## src/core/expander_mode_pkg.sv

```systemverilog
// Constants for the mode and change-mask register block.
// Assumes a register write/read port already decoded from the serial frame.
// Operation
// - Writing configuration bit 0 as zero puts the device into shutdown.
// - Writing configuration bit 0 as one selects normal operation.
// - Configuration bit 7 enables transition detection, independent of shutdown.
// - Mask register at 0x06 holds bits 0 to 6 for ports 24 to 30.
// - Mask bit 7 reads zero and writes to it are ignored.
// - At power-up all mask bits are clear, every port masked off.
// - Register bits without function read back as zero.
package expander_mode_pkg;
   localparam logic [6:0] MODE_CONFIG_ADDR = 7'h04;
   localparam logic [6:0] CHANGE_MASK_ADDR = 7'h06;
   localparam int RUN_BIT = 0;
   localparam int DETECT_BIT = 7;
   localparam int MASK_WIDTH = 7;
   localparam logic [7:0] MODE_CONFIG_RESET = 8'h00;
   localparam logic [6:0] CHANGE_MASK_RESET = 7'h00;
   localparam logic [7:0] READ_ZERO = 8'h00;
endpackage : expander_mode_pkg

```

## src/core/expander_mode_regs.sv

```systemverilog
// Configuration and transition-mask registers of the port expander.
// Assumes the serial frame logic delivers one-cycle write strobes.
module expander_mode_regs
   import expander_mode_pkg::*;
(
   input wire logic i_clk,
   input wire logic i_resetn,
   input wire logic i_wr,
   input wire logic [6:0] i_addr,
   input wire logic [7:0] i_wdata,
   input wire logic [MASK_WIDTH-1:0] i_port,
   output logic [7:0] o_rdata,
   output logic o_shutdown,
   output logic o_detect_en,
   output logic [MASK_WIDTH-1:0] o_mask,
   output logic o_change
);
   // ----------------------------------------
   // Write decode
   // ----------------------------------------
   logic cfg_sel;
   logic mask_sel;
   logic cfg_wr;
   logic mask_wr;

   assign cfg_sel = (i_addr == MODE_CONFIG_ADDR);
   assign mask_sel = (i_addr == CHANGE_MASK_ADDR);
   assign cfg_wr = i_wr && cfg_sel;
   assign mask_wr = i_wr && mask_sel;

   // ----------------------------------------
   // Configuration register
   // ----------------------------------------
   logic run_r, run_nxt;
   logic detect_r, detect_nxt;

   always_comb begin
      run_nxt = run_r;
      detect_nxt = detect_r;
      if (cfg_wr) begin
         run_nxt = i_wdata[RUN_BIT];
         detect_nxt = i_wdata[DETECT_BIT];
      end
   end

   always_ff @(posedge i_clk or negedge i_resetn) begin
      if (!i_resetn) begin
         run_r <= MODE_CONFIG_RESET[RUN_BIT];
         detect_r <= MODE_CONFIG_RESET[DETECT_BIT];
      end else begin
         run_r <= run_nxt;
         detect_r <= detect_nxt;
      end
   end

   // ----------------------------------------
   // Transition mask register
   // ----------------------------------------
   logic [MASK_WIDTH-1:0] mask_r, mask_nxt;

   always_comb begin
      mask_nxt = mask_r;
      if (mask_wr) begin
         mask_nxt = i_wdata[MASK_WIDTH-1:0];
      end
   end

   always_ff @(posedge i_clk or negedge i_resetn) begin
      if (!i_resetn) begin
         mask_r <= CHANGE_MASK_RESET;
      end else begin
         mask_r <= mask_nxt;
      end
   end

   // ----------------------------------------
   // Read data
   // ----------------------------------------
   logic [7:0] rdata_r, rdata_nxt;

   always_comb begin
      rdata_nxt = READ_ZERO;
      if (cfg_sel) begin
         rdata_nxt[RUN_BIT] = run_r;
         rdata_nxt[DETECT_BIT] = detect_r;
      end else if (mask_sel) begin
         rdata_nxt[MASK_WIDTH-1:0] = mask_r;
      end
   end

   always_ff @(posedge i_clk or negedge i_resetn) begin
      if (!i_resetn) begin
         rdata_r <= READ_ZERO;
      end else begin
         rdata_r <= rdata_nxt;
      end
   end

   // ----------------------------------------
   // Outputs
   // ----------------------------------------
   assign o_shutdown = !run_r;
   assign o_detect_en = detect_r;
   assign o_mask = mask_r;
   assign o_rdata = rdata_r;

   // ----------------------------------------
   // Change detection
   // ----------------------------------------
   change_detect #(.WIDTH(MASK_WIDTH)) u_detect (
      .i_clk(i_clk),
      .i_resetn(i_resetn),
      .i_enable(detect_r),
      .i_mask(mask_r),
      .i_port(i_port),
      .o_change(o_change)
   );

   for (genvar g = 0; g < MASK_WIDTH; g++) begin : g_port_chk

   end
endmodule : expander_mode_regs

```

## src/core/change_detect.sv

```systemverilog
// Transition detector for the maskable upper ports.
// Assumes port levels are synchronous to i_clk.
module change_detect
   import expander_mode_pkg::*;
#(
   parameter int WIDTH = MASK_WIDTH
) (
   input wire logic i_clk,
   input wire logic i_resetn,
   input wire logic i_enable,
   input wire logic [WIDTH-1:0] i_mask,
   input wire logic [WIDTH-1:0] i_port,
   output logic o_change
);
   logic [WIDTH-1:0] last_r, last_nxt;
   logic change_r, change_nxt;

   always_comb begin
      last_nxt = i_port;
      change_nxt = i_enable && |((i_port ^ last_r) & i_mask);
   end

   always_ff @(posedge i_clk or negedge i_resetn) begin
      if (!i_resetn) begin
         last_r <= '0;
         change_r <= 1'b0;
      end else begin
         last_r <= last_nxt;
         change_r <= change_nxt;
      end
   end

   assign o_change = change_r;
endmodule : change_detect

```

## config.mk

```make
export PLATFORM = sky130hd
export DESIGN_NAME = expander_mode_regs
export DESIGN_NICKNAME = d
export VERILOG_FILES = /design/src/core/expander_mode_pkg.sv /design/src/core/expander_mode_regs.sv /design/src/core/change_detect.sv
export SDC_FILE = /design/constraint.sdc
export NUM_CORES = 1
export LEC_CHECK = 0
export BUFFER_PORTS_ARGS = -buffer_cell sky130_fd_sc_hd__buf_2
export CAP_MARGIN = 25
export CORE_ASPECT_RATIO = 0.75
export CORE_MARGIN = 2
export CORE_UTILIZATION = 40
export DETAILED_ROUTE_END_ITERATION = 8
export GPL_ROUTABILITY_DRIVEN = 0
export PLACE_DENSITY = 0.72
export SLEW_MARGIN = 5
export SYNTH_ARGS = -nofsm -noshare
export SYNTH_HDL_FRONTEND = slang
export SYNTH_SLANG_ARGS = --single-unit
```

## constraint.sdc

```tcl
create_clock -name i_clk -period 1 [get_ports i_clk]
set_input_delay 0.05 -clock i_clk [delete_from_list [all_inputs] [get_ports i_clk]]
set_output_delay 0.05 -clock i_clk [all_outputs]
set_load 0.02 [all_outputs]
```

=== Yosys cells after proc, flatten, opt, wreduce, memory -nomap -nowiden ===
Cells that the tools add are included.

* Logic and storage cells: 19
* Output and inout bits: 18
* Register bits after elaboration: 25
* Input bits: 25

* Multiplexer cells: 4
* Bitwise gates (word level): 2
* Reduce and logical (&&, ||, !) cells: 5
* Equal/unequal tests: 2

{| class="wikitable"
|+ Operators with widths
! operator !! number
|-
| $eq 7x3->1 const B || 2
|-
| $and 7x7->7 || 1
|-
| $mux 7 || 1
|-
| $reduce_or 7->1 || 1
|-
| $xor 7x7->7 || 1
|-
| $mux 6 || 1
|-
| $logic_and 1x1->1 || 3
|-
| $mux 1 || 2
|-
| $logic_not 1->1 || 1
|}

=== Logic depth before layout (Yosys ltp) ===
* Word-level depth: 4
* Depth in mapped cells: 3
* Mapped depth without buffers: 3

=== Modules after synthesis ===
A second synthesis with hierarchy kept.

* Cells, all modules: 65
* Area, all modules: 980.9 um^2

{| class="wikitable"
|+ By module, submodules not included
! module !! seq. area each (um^2) !! area an instance (um^2) !! cells each !! instances
|-
| expander_mode_regs || 425.4 || 684.4 || 45 || 1
|-
| change_detect || 200.2 || 296.5 || 20 || 1
|}

=== Worst setup path before layout ===
Ideal clock, no wire load.

* Kind: input to register
* Start point: in i_addr[5]
* End point: reg detect_r, in the netlist o_detect_en
* Path buffers: 0
* Library setup time: 0.125 ns
* Required time: 0.875 ns
* Arrival: 1.343 ns
* Stages: 3
* Setup slack: -0.468 ns
* Path through: or4_4 or4_4 mux2_4

* Longest elaborated chain between the ends: 2

{| class="wikitable"
|+ RTL lines
! element !! line !! RTL
|-
| from (decl) || expander_mode_regs.sv:9 || <nowiki>input wire logic [6:0] i_addr,</nowiki>
|-
| $eq 7x3->1 || expander_mode_regs.sv:26 || <nowiki>assign cfg_sel = (i_addr == MODE_CONFIG_ADDR);</nowiki>
|-
| $logic_and 1x1->1 || expander_mode_regs.sv:28 || <nowiki>assign cfg_wr = i_wr && cfg_sel;</nowiki>
|-
| to (signal assigned) || expander_mode_regs.sv:49 || <nowiki>detect_r <= MODE_CONFIG_RESET[DETECT_BIT];</nowiki>
|-
| to (signal assigned) || expander_mode_regs.sv:52 || <nowiki>detect_r <= detect_nxt;</nowiki>
|-
| to (decl) || expander_mode_regs.sv:35 || <nowiki>logic detect_r, detect_nxt;</nowiki>
|}

No other way between the ends.
A chain may end at the register's enable or synchronous reset.

=== Worst setup path after layout ===
* Start point: in i_addr[0]
* End point: reg run_r

* Longest elaborated chain between the ends: 2

{| class="wikitable"
|+ RTL lines
! element !! line !! RTL
|-
| $eq 7x3->1 || expander_mode_regs.sv:26 ||
|-
| $logic_and 1x1->1 || expander_mode_regs.sv:28 ||
|-
| to (signal assigned) || expander_mode_regs.sv:48 || <nowiki>run_r <= MODE_CONFIG_RESET[RUN_BIT];</nowiki>
|-
| to (signal assigned) || expander_mode_regs.sv:51 || <nowiki>run_r <= run_nxt;</nowiki>
|-
| to (decl) || expander_mode_regs.sv:34 || <nowiki>logic run_r, run_nxt;</nowiki>
|}

No other way between the ends.

==> flow_metrics.env <==
export IMPL_cpMostUsedCell="or4_4"
export IMPL_clock_fmax_ghz=0.790
export IMPL_clk_pin_slew_worst_paths_ns=0.12
export IMPL_final_net_count=163
export IMPL_grt_max_degree=26
export IMPL_start_util_pct=42.0
export IMPL_ios=43
export IMPL_io_buffers=42
export IMPL_die_area_mm2=0.00282
export IMPL_synth_edf_count=0
export IMPL_row_count=15
export IMPL_fin_crit_ns=1.27
export IMPL_cts_root_buffer_cell="clkbuf_4"
export IMPL_crit_family="simple AND/OR/NAND/NOR gates"
export IMPL_drive_above_1_share_pct=55.5
export IMPL_crit_buf_inv=1
export IMPL_synthCells=64
export IMPL_critPathMaxStageDelay_ns=0.56
export IMPL_ff2ff_setup_slack_ns=-0.16
export IMPL_required_ns=1.20
export IMPL_place_inst=148
export IMPL_grt_pass1_vias=823
export IMPL_async_reset_ff_share_pct=100
export IMPL_cts_buffer_depth=2
export IMPL_yosysTopAreaCell="dfrtp_1"
export IMPL_cp_slowest_cell="or4_4"
export IMPL_p_leak_uw=0.000820
export IMPL_final_antenna_net_count=0
export IMPL_wl_met2_um=1110
export IMPL_grt_pass1_wl_um=3640
export IMPL_r2r_end="u_detect.o_change$_DFF_PN0_"
export IMPL_yosysUniqueCellTypes=16
export IMPL_grt_total_usage_pct=18.5
export IMPL_numCtsBuffers=3
export IMPL_cp_arrival_ns=1.47
export IMPL_stdcell_count=171
export IMPL_cp_cell_sequence="buf_6 -> or4_4 -> or4_4 -> mux2_4"
export IMPL_synth_fp_nets=89
export IMPL_ys_warn_count=0
export IMPL_htreeDepth=1
export IMPL_ir_drop_mv=0.945
export IMPL_cp_max_fo=3
export IMPL_finalHoldViolCount=0
export IMPL_vias=766
export IMPL_start_kind="input port"
export IMPL_die_y_um=46.5
export IMPL_top_layer="met3"
export IMPL_max_slew_margin_rel_pct=63.8
export IMPL_crit_type="in2reg"
export IMPL_min_delay_start="i_addr[1]"
export IMPL_finalSetupTns_ns=-2.00
export IMPL_clock_sinks=25
export IMPL_hold_depth=3
export IMPL_synth_seq_cells=25
export IMPL_violations="negative setup slack"
export IMPL_drtIter0Drc=14
export IMPL_final_max_slew_viol_count=0
export IMPL_n_antenna_cell=0
export IMPL_setup_viol=19
export IMPL_skew_ns=0.00331
export IMPL_avgSynthCellArea_um2=15.0
export IMPL_rsz0062_at_grt="yes"
export IMPL_syn_area_um2=962
export IMPL_tritoncts="yes"
export IMPL_synth_top_area_share_pct=65.0
export IMPL_dieWidth_um=60.6
export IMPL_maxCapViolations=0
export IMPL_wl_per_cell_um=12.9
export IMPL_tightest_slew_ns=0.543
export IMPL_final_util_pct=69.0
export IMPL_drt_wl_total_um=2210
export IMPL_min_to="o_rdata[7]$_DFF_PN0_"
export IMPL_via_per_inst=4.48
export IMPL_areaGrowthSynthToFinish_pct=64.2
export IMPL_worstSetupEndpointType="flop"
export IMPL_reg2reg_depth=3
export IMPL_wl_met3_um=142
export IMPL_insertion_delay_ns=0.30
export IMPL_p_per_area_mw_per_mm2=1190
export IMPL_status="finished with violations"
export IMPL_drc_errors=0
export IMPL_core_mm2=0.00229
export IMPL_rr_startpoint="u_detect.last_r[0]$_DFF_PN0_"
export IMPL_dr_pass1_iters=4
export IMPL_dpl_cell_area_mm2=0.00128
export IMPL_yosys_most_used_dff="dfrtp_1"
export IMPL_hold_slack_ns=0.0154
export IMPL_finalInstanceArea_mm2=0.00158
export IMPL_synth_seq_area_share_pct=65.0
export IMPL_timing_final_crit_share_pct=127
export IMPL_drt_met1_wl_um=958
export IMPL_overflow=0
export IMPL_setup_ws_ns=-0.265
export IMPL_holdCritPathClass="in2reg"
export IMPL_synth_area_leaders="dfrtp_1 (65%), mux2_2 (8.2%), xor2_1 (6.4%), and2_1 (3.9%), mux2_4 (3.1%)"
export IMPL_antenna_found_initial=0
==> cells by family (layout without fill, tap and decap cells) <==
kind of cell | Yosys count | count (layout) | share of synthesized area, %
compound gates | 4 | 4 | 3.25
xor+xnor | 7 | 7 | 6.37
buf+inv | 4 | 77 | 1.56
flops | 25 | 25 | 65.0
mux | 10 | 10 | 12.4
simple gates | 14 | 14 | 11.4
==> cells in the mapped netlist (2+ instances only) <==
cell and n:
mux2_4 2, nor3_1 2, xor2_1 7, and2_1 6, or4_4 2, inv_1 4
a22oi_1 2, dfrtp_1 25, mux2_2 7
==> cell type report <==
| class | instances | area [um^2] |
|---|---|---|
| tap | 34 | 42.5 |
| multi-input combinational | 35 | 360 |
| clock inverter | 1 | 5.00 |
| clock buffer | 3 | 22.5 |
| fill | 193 | 709 |
| inverter | 4 | 15.0 |
| timing repair buffer | 69 | 508 |
| sequential | 25 | 627 |
==> registers in the layout, indices dropped and copies added (netlist names) <==
| name | count |
|---|---|
| u_detect.last_r | 7 |
| o_mask | 7 |
| o_rdata | 8 |
| o_detect_en | 1 |
| u_detect.o_change | 1 |
| run_r | 1 |
==> per-stage QoR <==
step                      total power, uW  worst slack (ns)
after global routing                 2000            -0.259
after floorplan                      1230            -0.468
final                                1890            -0.265
after global placement               1370            -0.579
after detailed placement             1380            -0.612
after CTS                            1890            -0.235
==> power by group <==
| group | internal [uW] | total [uW] | switching (uW) |
|---|---|---|---|
| registers | 1060 | 1090 | 34.4 |
| clock network | 149 | 423 | 274 |
| logic | 218 | 373 | 155 |
| total | 1420 | 1890 | 463 |
==> per-layer routing <==
metal  track usage, %  vias up
met5                0        -
met4             2.61        0
met3             5.62        0
met2             32.3       28
met1             23.3      370
li1                 -      368
==> cells in the final DEF (no fill, tap or decap) <==
cell type / netlist / final
mux2_4: 2 / 9
and2_1: 6 / 5
inv_2: 0 / 1
inv_1: 4 / 3
xor2_1: 7 / 7
buf_2: 0 / 35
and2_4: 0 / 1
nor3_2: 0 / 2
dfrtp_2: 0 / 1
mux2i_1: 1 / 1
nor2_1: 1 / 1
or2_2: 1 / 1
a222oi_1: 1 / 1
dlygate4sd3_1: 0 / 16
clkbuf_4: 0 / 3
dfrtp_1: 25 / 24
buf_4: 0 / 8
a22oi_1: 2 / 2
or4_4: 2 / 2
clkinv_2: 0 / 1
a31oi_1: 1 / 1
or2b_2: 1 / 1
nor4_4: 1 / 1
buf_6: 0 / 10
==> what timing repair did <==
action	CTS	global route
pin swaps	1	1
endpoints found under the hold margin	41	0
hold buffers	16	0
setup buffers	2	1
resized for setup	15	10
endpoints found under the setup margin	13	23
==> tightest hold or removal path, cell delays in order <==
cell and delay (ns):
buf_2 0.11, buf_4 0.11, nor3_2 0.03
==> worst max-delay path by stage <==
stage / start / end / slack [ns] / cells after the start
5_1_grt: i_addr[0] / o_detect_en$_DFFE_PN0P_ / -0.26 / 4
6_report: i_addr[0] / run_r$_DFFE_PN0P_ / -0.27 / 4
3_5_place_dp: i_addr[5] / run_r$_DFFE_PN0P_ / -0.61 / 4
4_1_cts: i_addr[0] / o_detect_en$_DFFE_PN0P_ / -0.23 / 4
3_3_place_gp: i_addr[5] / o_detect_en$_DFFE_PN0P_ / -0.58 / 4
2_1_floorplan: i_addr[5] / o_detect_en$_DFFE_PN0P_ / -0.47 / 3
No activity file was read; power rests on OpenSTA's default activity.
